===== src/core/clf_pkg.sv =====
package clf_pkg;
   // clock and sensor geometry
   localparam int         CLK_HZ     = 100_000_000;  // system clock rate
   localparam int         SENS_N     = 8;            // thermistors on probe
   localparam int         SENS_W     = 8;            // resistance code width
   localparam int         SEL_W      = 3;            // thermistor index width
   localparam int         LVL_W      = 4;            // immersed count width
   // resistance code interpretation
   localparam logic [7:0] IMM_THR    = 8'h80;        // at or above: in liquid
   localparam logic [7:0] OPEN_CODE  = 8'hff;        // open sensor circuit
   localparam logic [7:0] SHORT_CODE = 8'h00;        // shorted sensor
   // timing, in their own units, and derived cycle counts
   localparam int          CONFIRM_MS  = 10_000;     // low-level confirm delay
   localparam int          MENU_TO_S   = 30;         // menu inactivity limit
   localparam int          DEB_MS      = 20;         // button debounce
   localparam int          HOLD_MS     = 500;        // hold before repeat
   localparam int          RPT_MS      = 100;        // repeat interval
   localparam int          REC_MS      = 10_000;     // data record interval
   localparam logic [31:0] CONFIRM_CYC = 32'(CONFIRM_MS * (CLK_HZ / 1000));
   localparam logic [31:0] MENU_TO_CYC =
      32'(64'(MENU_TO_S) * 64'(CLK_HZ));
   localparam logic [31:0] DEB_CYC     = 32'(DEB_MS * (CLK_HZ / 1000));
   localparam logic [31:0] HOLD_CYC    = 32'(HOLD_MS * (CLK_HZ / 1000));
   localparam logic [31:0] RPT_CYC     = 32'(RPT_MS * (CLK_HZ / 1000));
   localparam logic [31:0] REC_CYC     = 32'(REC_MS * (CLK_HZ / 1000));
   // front-panel button indices
   localparam int         BTN_N   = 7;
   localparam int         B_FILL  = 0;
   localparam int         B_STOP  = 1;
   localparam int         B_MENU  = 2;
   localparam int         B_DOWN  = 3;
   localparam int         B_UP    = 4;
   localparam int         B_ENTER = 5;
   localparam int         B_BACK  = 6;
   // menu items and reset roles
   localparam logic [1:0] MI_START  = 2'h0;          // start-fill sensor role
   localparam logic [1:0] MI_STOP   = 2'h1;          // stop-fill sensor role
   localparam logic [1:0] MI_INFO   = 2'h2;          // info page, always locked
   localparam logic [1:0] MI_LAST   = 2'h2;
   localparam logic [2:0] START_RST = 3'h2;
   localparam logic [2:0] STOP_RST  = 3'h5;
   localparam logic [2:0] SEL_MAX   = 3'h7;
   // system event codes
   localparam int         EV_N         = 6;
   localparam logic [3:0] EV_NONE      = 4'h0;
   localparam logic [3:0] EV_LID_OPEN  = 4'h1;
   localparam logic [3:0] EV_LID_CLOSE = 4'h2;
   localparam logic [3:0] EV_VLV_OPEN  = 4'h3;
   localparam logic [3:0] EV_VLV_CLOSE = 4'h4;
   localparam logic [3:0] EV_RLY_ON    = 4'h5;
   localparam logic [3:0] EV_RLY_OFF   = 4'h6;
   // state types
   typedef enum logic [1:0] {F_IDLE, F_CONFIRM, F_AUTO, F_MAN} clf_fill_t;
   typedef enum logic [1:0] {M_MAIN, M_BROWSE, M_EDIT} clf_menu_t;
endpackage


===== src/core/clf_btn_if.sv =====
`timescale 1ns/1ps
interface clf_btn_if;
   logic press;  // one-cycle pulse on a clean press
   logic step;   // press pulse plus auto-repeat pulses while held
   modport src (output press, output step);
   modport dst (input press, input step);
endinterface


===== src/core/clf_btn_cond.sv =====
`timescale 1ns/1ps
module clf_btn_cond #(
   parameter logic [31:0] DEB_CYC  = clf_pkg::DEB_CYC,
   parameter logic [31:0] HOLD_CYC = clf_pkg::HOLD_CYC,
   parameter logic [31:0] RPT_CYC  = clf_pkg::RPT_CYC
) (
   input  wire logic clk_sys,
   input  wire logic rst_n,
   input  wire logic btn_n,
   clf_btn_if.src    bus
);
   logic        s1_q, s2_q;   // pin synchroniser, pressed high
   logic        stab_q;       // debounced level
   logic [31:0] deb_q;        // debounce counter
   logic [31:0] hold_q;       // hold / repeat counter
   logic        rep_q;        // repeating phase reached
   logic        press_q, step_q;

   // two flops before anything looks at the pin
   always_ff @(posedge clk_sys or negedge rst_n) begin
      if (!rst_n) begin
         s1_q <= 1'b0;
         s2_q <= 1'b0;
      end else begin
         s1_q <= ~btn_n;
         s2_q <= s1_q;
      end
   end

   // level must hold steady a full debounce time
   always_ff @(posedge clk_sys or negedge rst_n) begin
      if (!rst_n) begin
         stab_q <= 1'b0;
         deb_q  <= 32'h0;
      end else if (s2_q == stab_q) begin
         deb_q <= 32'h0;
      end else if (deb_q >= DEB_CYC - 32'h1) begin
         stab_q <= s2_q;
         deb_q  <= 32'h0;
      end else begin
         deb_q <= deb_q + 32'h1;
      end
   end

   // press pulse, then repeat pulses while held
   always_ff @(posedge clk_sys or negedge rst_n) begin
      if (!rst_n) begin
         hold_q  <= 32'h0;
         rep_q   <= 1'b0;
         press_q <= 1'b0;
         step_q  <= 1'b0;
      end else begin
         press_q <= 1'b0;
         step_q  <= 1'b0;
         if (!stab_q) begin
            hold_q <= 32'h0;
            rep_q  <= 1'b0;
         end else if (hold_q == 32'h0 && !rep_q) begin
            // first cycle of a press
            press_q <= 1'b1;
            step_q  <= 1'b1;
            hold_q  <= 32'h1;
         end else if (hold_q >= (rep_q ? RPT_CYC : HOLD_CYC) - 32'h1) begin
            // held long enough: emit a repeat step
            step_q <= 1'b1;
            rep_q  <= 1'b1;
            hold_q <= 32'h1;
         end else begin
            hold_q <= hold_q + 32'h1;
         end
      end
   end

   assign bus.press = press_q;
   assign bus.step  = step_q;
endmodule


===== src/core/clf_fill_ctrl.sv =====
`timescale 1ns/1ps
// Function
// - classify each thermistor as liquid or vapor
// - confirmed trigger exposure opens the fill valve
// - fill runs until fill-end probe immersed
// - top-off button fills to upper level
// - stop button ends any fill immediately
// - alarm outputs on any out-of-limit condition
// - log lid, valve and relay events
// - records carry date, time, level, temp, events
// - thermistor roles reassignable from the menu
// - menu, up, down, enter, back navigation
// - edit value steps per press, fast repeat when held
// - lock mark and scroll arrows per choice
// - monitoring continues while menu is open
// - 30 s idle returns to main screen
// - view-only mode rejects edits with lock
module clf_fill_ctrl #(
   parameter logic [31:0] CONFIRM_CYC = clf_pkg::CONFIRM_CYC,
   parameter logic [31:0] MENU_TO_CYC = clf_pkg::MENU_TO_CYC,
   parameter logic [31:0] REC_CYC     = clf_pkg::REC_CYC,
   parameter logic [31:0] DEB_CYC     = clf_pkg::DEB_CYC,
   parameter logic [31:0] HOLD_CYC    = clf_pkg::HOLD_CYC,
   parameter logic [31:0] RPT_CYC     = clf_pkg::RPT_CYC
) (
   input  wire logic        clk_sys,
   input  wire logic        rst_n,
   input  wire logic [63:0] sens_code,
   input  wire logic [6:0]  btn_n,
   input  wire logic        lid_open,
   input  wire logic        view_only,
   input  wire logic        temp_alarm,
   input  wire logic [15:0] rtc_date,
   input  wire logic [16:0] rtc_time,
   input  wire logic [11:0] temp_val,
   output logic             valve_q,
   output logic             alarm_aud_q,
   output logic             alarm_vis_q,
   output logic             relay_q,
   output logic             ev_valid_q,
   output logic [3:0]       ev_code_q,
   output logic             rec_valid_q,
   output logic [15:0]      rec_date_q,
   output logic [16:0]      rec_time_q,
   output logic [3:0]       rec_level_q,
   output logic [11:0]      rec_temp_q,
   output logic [3:0]       rec_event_q,
   output logic [8:0]       rec_err_q,
   output logic             menu_on_q,
   output logic             menu_edit_q,
   output logic [1:0]       menu_cur_q,
   output logic [2:0]       edit_val_q,
   output logic             item_lock_q,
   output logic             scroll_up_q,
   output logic             scroll_dn_q,
   output logic             lock_flash_q
);
   clf_btn_if         btn [clf_pkg::BTN_N] ();  // conditioned buttons
   logic [63:0]       sens_s1_q, sens_s2_q;     // probe code sync
   logic [1:0]        lid_s_q, view_s_q;         // two-flop sync pairs
   logic [7:0]        imm_q, err_q;             // per-thermistor class
   logic [2:0]        start_sel_q, stop_sel_q;  // thermistor roles
   logic              start_imm_q;              // previous trigger state
   clf_pkg::clf_fill_t fill_q;
   clf_pkg::clf_menu_t menu_q;
   logic [31:0]       conf_q, idle_q, rec_q;    // timers
   logic              lid_q, valve_pv_q, relay_pv_q;
   logic [5:0]        ev_pend_q, ev_set;
   logic              start_imm, stop_imm, any_err;
   logic [1:0]        prime_q;                  // sync pipeline filled

   // one conditioner per button
   genvar gi;
   for (gi = 0; gi < clf_pkg::BTN_N; gi++) begin : g_btn
      clf_btn_cond #(.DEB_CYC(DEB_CYC), .HOLD_CYC(HOLD_CYC),
                     .RPT_CYC(RPT_CYC)) u_cond (
         .clk_sys (clk_sys),
         .rst_n   (rst_n),
         .btn_n   (btn_n[gi]),
         .bus     (btn[gi])
      );
   end

   // pin synchronisers; stage one feeds stage two only
   always_ff @(posedge clk_sys or negedge rst_n) begin
      if (!rst_n) begin
         sens_s1_q <= 64'h0;
         sens_s2_q <= 64'h0;
         lid_s_q   <= 2'h0;
         view_s_q  <= 2'h0;
         prime_q   <= 2'h0;
      end else begin
         prime_q   <= {prime_q[0], 1'b1};
         sens_s1_q <= sens_code;
         sens_s2_q <= sens_s1_q;
         lid_s_q   <= {lid_s_q[0], lid_open};
         view_s_q  <= {view_s_q[0], view_only};
      end
   end

   // resistance code to liquid/vapor and fault flags
   // reset codes read as shorted sensors: hold off until real codes
   // arrive, else every power-up raises a false alarm and relay event
   always_ff @(posedge clk_sys or negedge rst_n) begin
      if (!rst_n) begin
         imm_q <= 8'h0;
         err_q <= 8'h0;
      end else if (prime_q[1]) begin
         for (int i = 0; i < clf_pkg::SENS_N; i++) begin
            imm_q[i] <= sens_s2_q[i*8 +: 8] >= clf_pkg::IMM_THR;
            err_q[i] <= sens_s2_q[i*8 +: 8] == clf_pkg::OPEN_CODE ||
                        sens_s2_q[i*8 +: 8] == clf_pkg::SHORT_CODE;
         end
      end
   end

   assign start_imm = imm_q[start_sel_q];
   assign stop_imm  = imm_q[stop_sel_q];
   assign any_err   = (|err_q) | temp_alarm;

   // fill sequencer; never looks at menu state, so menus cannot stall it
   always_ff @(posedge clk_sys or negedge rst_n) begin
      if (!rst_n) begin
         fill_q      <= clf_pkg::F_IDLE;
         valve_q     <= 1'b0;
         conf_q      <= 32'h0;
         start_imm_q <= 1'b0;
      end else begin
         start_imm_q <= start_imm;
         conf_q      <= 32'h0;
         case (fill_q)
            clf_pkg::F_IDLE, clf_pkg::F_CONFIRM: begin
               if (btn[clf_pkg::B_FILL].press && !stop_imm &&
                   !btn[clf_pkg::B_STOP].press) begin
                  fill_q  <= clf_pkg::F_MAN;
                  valve_q <= 1'b1;
               end else if (fill_q == clf_pkg::F_IDLE) begin
                  // only an immersed-to-exposed change arms a start
                  if (start_imm_q && !start_imm)
                     fill_q <= clf_pkg::F_CONFIRM;
               end else if (start_imm) begin
                  fill_q <= clf_pkg::F_IDLE;
               end else if (conf_q >= CONFIRM_CYC - 32'h1) begin
                  fill_q  <= clf_pkg::F_AUTO;
                  valve_q <= 1'b1;
               end else begin
                  conf_q <= conf_q + 32'h1;
               end
            end
            clf_pkg::F_AUTO, clf_pkg::F_MAN: begin
               // stop button and fill-end probe end both kinds alike
               if (btn[clf_pkg::B_STOP].press || stop_imm) begin
                  fill_q  <= clf_pkg::F_IDLE;
                  valve_q <= 1'b0;
               end
            end
            default: begin
               fill_q  <= clf_pkg::F_IDLE;
               valve_q <= 1'b0;
            end
         endcase
      end
   end

   // alarm indications track the condition set
   always_ff @(posedge clk_sys or negedge rst_n) begin
      if (!rst_n) begin
         alarm_aud_q <= 1'b0;
         alarm_vis_q <= 1'b0;
         relay_q     <= 1'b0;
      end else begin
         alarm_aud_q <= any_err;
         alarm_vis_q <= any_err;
         relay_q     <= any_err;
      end
   end

   // edge detects feeding the event queue
   always_comb begin
      ev_set    = 6'h0;
      ev_set[0] = lid_s_q[1] & ~lid_q;
      ev_set[1] = ~lid_s_q[1] & lid_q;
      ev_set[2] = valve_q & ~valve_pv_q;
      ev_set[3] = ~valve_q & valve_pv_q;
      ev_set[4] = relay_q & ~relay_pv_q;
      ev_set[5] = ~relay_q & relay_pv_q;
   end

   // pending events drain one per cycle; a new set beats the drain
   always_ff @(posedge clk_sys or negedge rst_n) begin
      if (!rst_n) begin
         lid_q      <= 1'b0;
         valve_pv_q <= 1'b0;
         relay_pv_q <= 1'b0;
         ev_pend_q  <= 6'h0;
         ev_valid_q <= 1'b0;
         ev_code_q  <= clf_pkg::EV_NONE;
      end else begin
         lid_q      <= lid_s_q[1];
         valve_pv_q <= valve_q;
         relay_pv_q <= relay_q;
         ev_valid_q <= 1'b0;
         ev_code_q  <= clf_pkg::EV_NONE;
         ev_pend_q  <= ev_pend_q | ev_set;
         for (int i = clf_pkg::EV_N - 1; i >= 0; i--) begin
            if (ev_pend_q[i]) begin
               ev_valid_q   <= 1'b1;
               ev_code_q    <= 4'(i + 1);
               ev_pend_q    <= (ev_pend_q & ~(6'h1 << i)) | ev_set;
            end
         end
      end
   end

   // data record on each event and on the periodic tick
   always_ff @(posedge clk_sys or negedge rst_n) begin
      if (!rst_n) begin
         rec_q       <= 32'h0;
         rec_valid_q <= 1'b0;
         rec_date_q  <= 16'h0;
         rec_time_q  <= 17'h0;
         rec_level_q <= 4'h0;
         rec_temp_q  <= 12'h0;
         rec_event_q <= 4'h0;
         rec_err_q   <= 9'h0;
      end else begin
         rec_q       <= (rec_q >= REC_CYC - 32'h1) ? 32'h0 : rec_q + 32'h1;
         rec_valid_q <= ev_valid_q || rec_q >= REC_CYC - 32'h1;
         rec_date_q  <= rtc_date;
         rec_time_q  <= rtc_time;
         rec_level_q <= 4'($countones(imm_q));
         rec_temp_q  <= temp_val;
         rec_event_q <= ev_code_q;
         rec_err_q   <= {temp_alarm, err_q};
      end
   end

   // menu navigation, editing and inactivity timeout
   always_ff @(posedge clk_sys or negedge rst_n) begin
      if (!rst_n) begin
         menu_q       <= clf_pkg::M_MAIN;
         menu_cur_q   <= clf_pkg::MI_START;
         edit_val_q   <= 3'h0;
         idle_q       <= 32'h0;
         lock_flash_q <= 1'b0;
         start_sel_q  <= clf_pkg::START_RST;
         stop_sel_q   <= clf_pkg::STOP_RST;
      end else begin
         lock_flash_q <= 1'b0;
         idle_q <= (menu_q == clf_pkg::M_MAIN ||
                    (|{btn[0].step, btn[1].step, btn[2].step, btn[3].step,
                       btn[4].step, btn[5].step, btn[6].step}))
                   ? 32'h0 : idle_q + 32'h1;
         if (btn[clf_pkg::B_MENU].press) begin
            // menu key toggles in and out from any level
            menu_q <= (menu_q == clf_pkg::M_MAIN) ? clf_pkg::M_BROWSE
                                                  : clf_pkg::M_MAIN;
            menu_cur_q <= clf_pkg::MI_START;
         end else if (menu_q != clf_pkg::M_MAIN &&
                      idle_q >= MENU_TO_CYC - 32'h1) begin
            menu_q <= clf_pkg::M_MAIN;
         end else begin
            case (menu_q)
               clf_pkg::M_BROWSE: begin
                  if (btn[clf_pkg::B_DOWN].press &&
                      menu_cur_q < clf_pkg::MI_LAST)
                     menu_cur_q <= menu_cur_q + 2'h1;
                  else if (btn[clf_pkg::B_UP].press && menu_cur_q != 2'h0)
                     menu_cur_q <= menu_cur_q - 2'h1;
                  else if (btn[clf_pkg::B_BACK].press)
                     menu_q <= clf_pkg::M_MAIN;
                  else if (btn[clf_pkg::B_ENTER].press) begin
                     if (item_lock_q)
                        lock_flash_q <= 1'b1;
                     else begin
                        menu_q     <= clf_pkg::M_EDIT;
                        edit_val_q <= (menu_cur_q == clf_pkg::MI_START)
                                      ? start_sel_q : stop_sel_q;
                     end
                  end
               end
               clf_pkg::M_EDIT: begin
                  if (btn[clf_pkg::B_UP].step && edit_val_q < clf_pkg::SEL_MAX)
                     edit_val_q <= edit_val_q + 3'h1;
                  else if (btn[clf_pkg::B_DOWN].step && edit_val_q != 3'h0)
                     edit_val_q <= edit_val_q - 3'h1;
                  else if (btn[clf_pkg::B_BACK].press)
                     menu_q <= clf_pkg::M_BROWSE;  // discard edit
                  else if (btn[clf_pkg::B_ENTER].press) begin
                     menu_q <= clf_pkg::M_BROWSE;
                     if (menu_cur_q == clf_pkg::MI_START)
                        start_sel_q <= edit_val_q;
                     else
                        stop_sel_q <= edit_val_q;
                  end
               end
               default: ;
            endcase
         end
      end
   end

   // display indicators; lag the cursor by one cycle
   always_ff @(posedge clk_sys or negedge rst_n) begin
      if (!rst_n) begin
         menu_on_q   <= 1'b0;
         menu_edit_q <= 1'b0;
         item_lock_q <= 1'b1;
         scroll_up_q <= 1'b0;
         scroll_dn_q <= 1'b0;
      end else begin
         menu_on_q   <= menu_q != clf_pkg::M_MAIN;
         menu_edit_q <= menu_q == clf_pkg::M_EDIT;
         item_lock_q <= view_s_q[1] ||
                        menu_cur_q == clf_pkg::MI_INFO;
         scroll_up_q <= menu_cur_q != 2'h0;
         scroll_dn_q <= menu_cur_q < clf_pkg::MI_LAST;
      end
   end
endmodule


===== config.mk =====
export PLATFORM = sky130hd
export DESIGN_NAME = clf_fill_ctrl
export DESIGN_NICKNAME = d
export VERILOG_FILES = /design/src/core/clf_pkg.sv /design/src/core/clf_btn_if.sv /design/src/core/clf_btn_cond.sv /design/src/core/clf_fill_ctrl.sv
export SDC_FILE = /design/constraint.sdc
export NUM_CORES = 1
export LEC_CHECK = 0
export BUFFER_PORTS_ARGS = -buffer_cell sky130_fd_sc_hd__buf_2
export CORE_AREA = 8 8 325 248
export DETAILED_ROUTE_END_ITERATION = 16
export DIE_AREA = 0 0 333 256
export PLACE_DENSITY = 0.61
export SYNTH_ARGS = -nofsm -noshare
export SYNTH_HDL_FRONTEND = slang
export SYNTH_SLANG_ARGS = --single-unit

===== constraint.sdc =====
create_clock -name clk_sys -period 3.1 [get_ports clk_sys]
set_input_delay 0.31 -clock clk_sys [delete_from_list [all_inputs] [get_ports clk_sys]]
set_output_delay 0.31 -clock clk_sys [all_outputs]
set_load 0.01 [all_outputs]

==> results of run 1 <==
routing by layer:
metal	up-vias	wire [um]	GRT usage
li1	11900	-	-
met1	11340	36350	0.2580
met2	322	29310	0.2327
met3	83	2788	0.03161
met4	0	1167	0.04119
met5	-	0	0
area by class of cell:
cell class,count,area (um^2),area share
sequential,835,20900,0.4969
inverter,98,367.9,0.008746
timing repair buffer,369,2703,0.06426
clock buffer,114,2449,0.05822
clock inverter,43,432.9,0.01029
tap,990,1239,0.02945
multi-input combinational,2295,13970,0.3321
flip-flops by register name, indices dropped and copies added, names as in the netlist, 4 cells and up:
name,cells
g_btn.u_cond.deb_q,224
g_btn.u_cond.hold_q,224
sens_s1_q,64
sens_s2_q,64
conf_q,32
idle_q,32
rec_q,32
rec_time_q,17
rec_date_q,16
rec_temp_q,12
rec_err_q,9
err_q,8
imm_q,8
g_btn.u_cond.bus.press,7
g_btn.u_cond.bus.step,7
g_btn.u_cond.rep_q,7
g_btn.u_cond.s1_q,7
g_btn.u_cond.s2_q,7
g_btn.u_cond.stab_q,7
ev_pend_q,6
rec_level_q,4
repair_timing:
action                     in CTS  in global routing
setup endpoints to repair       0                  0
hold endpoints to repair      176                  0
hold buffers                  120                  0
critical path, stage by stage, from the launching register on:
cell and delay [ps]:
dfrtp_1 420, fa_1 550, inv_1 50, fa_1 440, fa_1 490, inv_1 40, ha_1 190, fa_1 380
xor2_1 150
through the flow:
stage	power, mW	hold WS, ps	utilization	instances
after floorplan	11.99	14.41	-	3313
after global placement	12.61	331.3	0.5013	4467
after detailed placement	12.62	334.7	0.5013	4467
after CTS	23.27	255.5	0.5552	4744
after global routing	23.86	279.2	0.5552	4744
final	22.89	284.8	0.5552	4744
cell usage in the layout (no fill, tap or decap), types with 16 or more instances in the layout:
cell type and instances:
and3_1 112, o21ai_0 42, nand2_1 207, nand4_1 111
buf_4 38, xnor2_1 175, nand2b_1 17, dlygate4sd3_1 120
nor3b_1 19, nor4_1 88, clkinv_2 19, conb_1 119
clkbuf_16 87, ha_1 83, a211oi_1 21, a21oi_1 51
inv_1 96, xor2_1 215, or3_1 19, nand3_1 189
nor2_1 462, nor3_1 143, mux2_2 16, clkbuf_8 17
dfrtp_1 831, buf_2 200, and4_1 36
cells in the mapped netlist, types with 12 or more instances:
library cell  instances  area share
a211oi_1             21      0.0045
a21o_1               13      0.0028
a21oi_1              51      0.0073
a31oi_1              15      0.0027
and3_1              112       0.020
and4_1               36      0.0090
clkbuf_1             72      0.0077
dfrtp_1             831        0.59
ha_1                 83       0.030
inv_1                96       0.010
mux2_2               16      0.0051
nand2_1             207       0.022
nand2b_1             17      0.0030
nand3_1             189       0.027
nand4_1             111       0.020
nor2_1              462       0.049
nor2b_1              12      0.0021
nor3_1              143       0.020
nor3b_1              19      0.0041
nor4_1               88       0.016
o21ai_0              42      0.0060
or3_1                19      0.0034
xnor2_1             175       0.044
xor2_1              215       0.054
worst min path at each step:
stage	startpoint	to
after global routing	rtc_date[0]	rec_date_q[0]$_DFF_PN0_
after CTS	rtc_date[12]	rec_date_q[12]$_DFF_PN0_
after floorplan	rst_n	conf_q[0]$_DFF_PN0_
final	rst_n	rec_q[12]$_DFF_PN0_
after detailed placement	sens_s1_q[0]$_DFF_PN0_	sens_s2_q[0]$_DFF_PN0_
after global placement	sens_s1_q[48]$_DFF_PN0_	sens_s2_q[48]$_DFF_PN0_
kinds of logic after synthesis:
family                     Yosys count  synth area share
DFF                                835            0.5945
other                                2         0.0002136
adders and majority gates           88           0.03239
xor gates and xnor gates           390           0.09716
buffers and inverters              183           0.02068
and+or+nand+nor                   1458            0.2046
AOI/OAI and AO/OA                  217           0.04164
muxes                               23          0.008755
where the power goes:
group          switching (mW)  internal (mW)  leakage (nW)
clock network            4.29           6.09          1.41
logic                   0.612          0.441          6.15
registers               0.209           11.2          10.8
total                    5.11           17.8          18.3
==> results.json, run 1 <==
{
  "place_area_um2": 37980,
  "critPathLaunch": "imm_q[0]$_DFFE_PN0P_",
  "clk_pin_slew_ps": 60,
  "gp_congestion": 0.8112,
  "dieArea_um2": 85250,
  "reg2regPathDepth": 8,
  "yosys_warnings": 0,
  "port_buffers": 201,
  "area_delta_synth_final_pct": 19.64,
  "diodes": 0,
  "fillers": 6559,
  "io_pins": 204,
  "finalCriticalPeriod_ps": 2823,
  "finalMaxSlewViolations": 0,
  "rr_startpoint": "imm_q[0]$_DFFE_PN0P_",
  "power.density_nw_per_um2": 544.2,
  "r2r_end": "rec_level_q[2]$_DFF_PN0_",
  "endpoint_kind": "flop",
  "cts_tree": "built",
  "clock_skew_ps": 25.69,
  "start_util": 0.4641,
  "clk_latency_ps": 640,
  "critical_path_class": "flop to flop",
  "rsz0062_at_grt": "no",
  "grt_pass1_vias": 23290,
  "hold_viol": 0,
  "antenna_left": 0,
  "synth-edff-count": 0,
  "p_leak_nw": 18.33,
  "ys_ff_latch": 835,
  "via_per_inst": 4.985,
  "r2r_slack_ps": 280,
  "async_flop_share": 1.000,
  "dp_hpwl_um": 46400,
  "setup_violations": 0,
  "avgSynthCellArea_um2": 11.00,
  "maxSlewHeadroom": 0.3459,
  "max-cap-violations": 0,
  "final_nets": 3892,
  "hp-class": "primary input to async pin",
  "layout_setup_ws_ps": 277.1,
  "period_share": 0.9106,
  "setup_tns_ps": 0,
  "status": "completed",
  "dp_worst_setup_slack_ps": 273.5,
  "wl_um": 69610,
  "drc_errors": 0,
  "core_area_um2": 75750,
  "fin_area_um2": 42060,
  "die_h_um": 256,
  "vdd_ir_drop_max_uv": 391.9,
  "cts_resized": 0,
  "die_x_um": 333,
  "globalRouteTotalUtil": 0.1647,
  "wl_per_cell_um": 14.67,
  "cts_sinks": 835,
  "critPathArrivalTime_ps": 3330,
  "cp-start-kind": "flop",
  "h-tree-depth": 3,
  "grt_max_degree": 98,
  "num_vias": 23650,
  "drive_above_1_share": 0.1167,
  "grt_overflow": 0,
  "yosysUniqueCellTypes": 74,
  "clk_path_buf_depth": 3,
  "crit_fanout": 4,
  "worst_pin_slew_ps": 980.1,
  "worst_ep_required_time_ps": 3610,
  "ys_seq_area_frac": 0.5945,
  "num_rows": 88,
  "cts_root_buf": "clkbuf_16",
  "grt_pass1_wl_um": 119800,
  "dr.pass1.iters": 5,
  "drtIter0Drc": 1434,
  "antenna_found_initial": 0,
  "synth_area_um2": 35150,
  "post_cts_buffers": 0,
  "numCtsBuffers": 84,
  "synth_ff_type": "dfrtp_1",
  "synthCells": 3196,
  "max_freq_ghz": 0.3542,
  "crit_end": "rec_level_q[2]$_DFF_PN0_"
}
Note: power is estimated with default switching activity, not from simulation.
==> inputs of run 2 (changes only) <==
--- a/config.mk
+++ b/config.mk
@@ -9,7 +9,7 @@
 export CORE_AREA = 8 8 325 248
 export DETAILED_ROUTE_END_ITERATION = 16
 export DIE_AREA = 0 0 333 256
-export PLACE_DENSITY = 0.61
+export PLACE_DENSITY_LB_ADDON = 0.1
 export SYNTH_ARGS = -nofsm -noshare
 export SYNTH_HDL_FRONTEND = slang
 export SYNTH_SLANG_ARGS = --single-unit
==> run 2 against run 1 <==
Net effect:
- cell area about the same
- non-clock buffer count is 3 lower
- hold slack worse by 35 ps
- global-route usage increased by 0.68 points
- via count is 3.1% higher
- first-iteration DRC count rose by 13%
- critical path depth is the same
- critical path type unchanged
==> results.json, run 2 (synthesis gave the netlist of run 1 again) <==
{
  "status": "completed",
  "power_switching_mw": 5.088,
  "final_nets": 3889,
  "clk_pin_slew_ps": 60,
  "endpoint_kind": "flop",
  "internal_power_mw": 17.98,
  "setup_tns_ps": 0,
  "clk_path_buf_depth": 3,
  "gp_congestion": 0.8451,
  "critPathArrivalTime_ps": 3450,
  "critPathLaunch": "imm_q[0]$_DFFE_PN0P_",
  "dr_wl_met3_um": 2936,
  "globalRouteTotalUtil": 0.1715,
  "grt_pass1_vias": 24610,
  "crit_slowest_cell": "fa_1",
  "period_share": 0.9435,
  "maxSlewHeadroom": 0.3568,
  "start_util": 0.4641,
  "top_regs": "g_btn.u_cond.deb_q: 224 flops, g_btn.u_cond.hold_q: 224 flops",
  "area_delta_synth_final_pct": 19.70,
  "via_per_inst": 5.146,
  "setup_violations": 0,
  "cts_resized": 0,
  "crit_path_cell_trace": "fa_1 > inv_1 > fa_1 > fa_1 > inv_1 > ha_1 > fa_1 > xor2_1",
  "wl_per_cell_um": 15.46,
  "dp_hpwl_um": 50130,
  "reg2regPathDepth": 8,
  "p_seq_frac": 0.498,
  "clk_latency_ps": 640,
  "wl_um": 73300,
  "drc_errors": 0,
  "drive_above_1_share": 0.1149,
  "dr.pass1.iters": 7,
  "cp-start-kind": "flop",
  "cts_root_buf": "clkbuf_16",
  "dieArea_um2": 85250,
  "worst_ep_required_time_ps": 3620,
  "vdd_ir_drop_max_uv": 413.5,
  "antenna_found_initial": 1,
  "wl_met1_um": 36120,
  "num_rows": 88,
  "num_vias": 24390,
  "numCtsBuffers": 84,
  "hp-class": "primary input to async pin",
  "die_x_um": 333,
  "cp_common_cell": "fa_1",
  "slowest_delay_ps": 590,
  "hold_ws_ps": 249.9,
  "cts_tree": "built",
  "rsz0062_at_grt": "no",
  "hold_viol": 0,
  "h-tree-depth": 3,
  "critical_path_class": "flop to flop",
  "grt_overflow": 0,
  "die_h_um": 256,
  "clock_skew_ps": 20.51,
  "io_pins": 204,
  "finalMaxSlewViolations": 0,
  "power.density_nw_per_um2": 548.2,
  "antenna_left": 0,
  "p_comb_frac": 0.046,
  "max_freq_ghz": 0.3419,
  "finalCriticalPeriod_ps": 2925,
  "pwr-share-clk": 0.456,
  "grt_pass1_wl_um": 123900,
  "r2r_end": "rec_level_q[2]$_DFF_PN0_",
  "crit_fanout": 4,
  "worst_pin_slew_ps": 963.7,
  "diodes": 0,
  "cts_sinks": 835,
  "topRoutingLayerUsed": "met4",
  "max-cap-violations": 0,
  "crit_family": "adder cells",
  "p_leak_nw": 18.33,
  "cp.depth": 8,
  "port_buffers": 201,
  "drtIter0Drc": 1623,
  "core_area_um2": 75750,
  "route.met2.wl_um": 32670,
  "sw_frac_of_total": 0.2206,
  "mostFrequentLayoutCells": "dfrtp_1 (831), nor2_1 (462), xor2_1 (215)",
  "critPathBufInv": 2,
  "utilization": 0.5555,
  "crit_end": "rec_level_q[2]$_DFF_PN0_",
  "final_common_cell": "dfrtp_1",
  "grt_max_degree": 93,
  "r2r_slack_ps": 180,
  "rr_startpoint": "imm_q[0]$_DFFE_PN0P_"
}
==> run 2: cell types whose count changed in the layout (fill, tap and decap cells not counted), sizes merged <==
cell	change
clkinv	-8
clkbuf	+6
buf	-3
bufinv	+2
clkinvlp	-1
==> run 2: what timing repair did <==
| action | in CTS | in global routing |
|---|---|---|
| hold endpoints to repair | 173 | 0 |
| setup buffers | 0 | 0 |
| hold buffers | 120 | 0 |
==> run 2: worst reg2reg max path, stage by stage (launching register included) <==
cell     delay (ps)
dfrtp_1         420
fa_1            590
inv_1            60
fa_1            450
fa_1            500
inv_1            50
ha_1            200
fa_1            390
xor2_1          150
==> run 2: how the worst min path moves through the flow <==
stage	slack (ps)	startpoint	cells after the start	endpoint
after global placement	330	rst_n	1	rec_date_q[7]$_DFF_PN0_
after CTS	250	rst_n	2	rec_date_q[7]$_DFF_PN0_
after detailed placement	330	rst_n	1	rec_date_q[7]$_DFF_PN0_
after floorplan	10	rst_n	0	conf_q[0]$_DFF_PN0_
final	250	rst_n	2	rec_date_q[7]$_DFF_PN0_
after global routing	280	rst_n	2	rec_date_q[7]$_DFF_PN0_
==> run 2: metal layers <==
metal  GRT usage  up-vias
met3     0.02965      116
met1      0.2497    11960
met5           0        -
li1            -    11900
met2      0.2637      414
met4     0.04898        0
==> run 2: power by group through the flow <==
stage	Combinational (mW)	Clock [mW]	Sequential, mW
2_1_floorplan	0.353	0	11.6
3_3_place_gp	0.943	0	11.7
3_5_place_dp	0.963	0	11.7
4_1_cts	1.09	10.9	11.5
5_1_grt	1.21	11.3	11.5
6_report	1.06	10.5	11.5
==> run 2: stage by stage <==
stage / setup slack (ps) / area (um^2) / instances / total power [mW]
2_1_floorplan: 360.5 / 35590 / 3313 / 11.99
3_3_place_gp: 193.8 / 37950 / 4464 / 12.63
3_5_place_dp: 224.5 / 37950 / 4464 / 12.66
4_1_cts: 180.0 / 42080 / 4740 / 23.44
5_1_grt: 128.9 / 42080 / 4740 / 24.04
6_report: 175.1 / 42080 / 4740 / 23.07
==> run 2: area by class of cell <==
class	instances	area, um^2
sequential	835	20900
multi-input combinational	2295	13970
timing repair buffer	366	2680
clock buffer	120	2490
fill	6418	33670
inverter	98	367.9
tap	990	1239
clock inverter	36	437.9
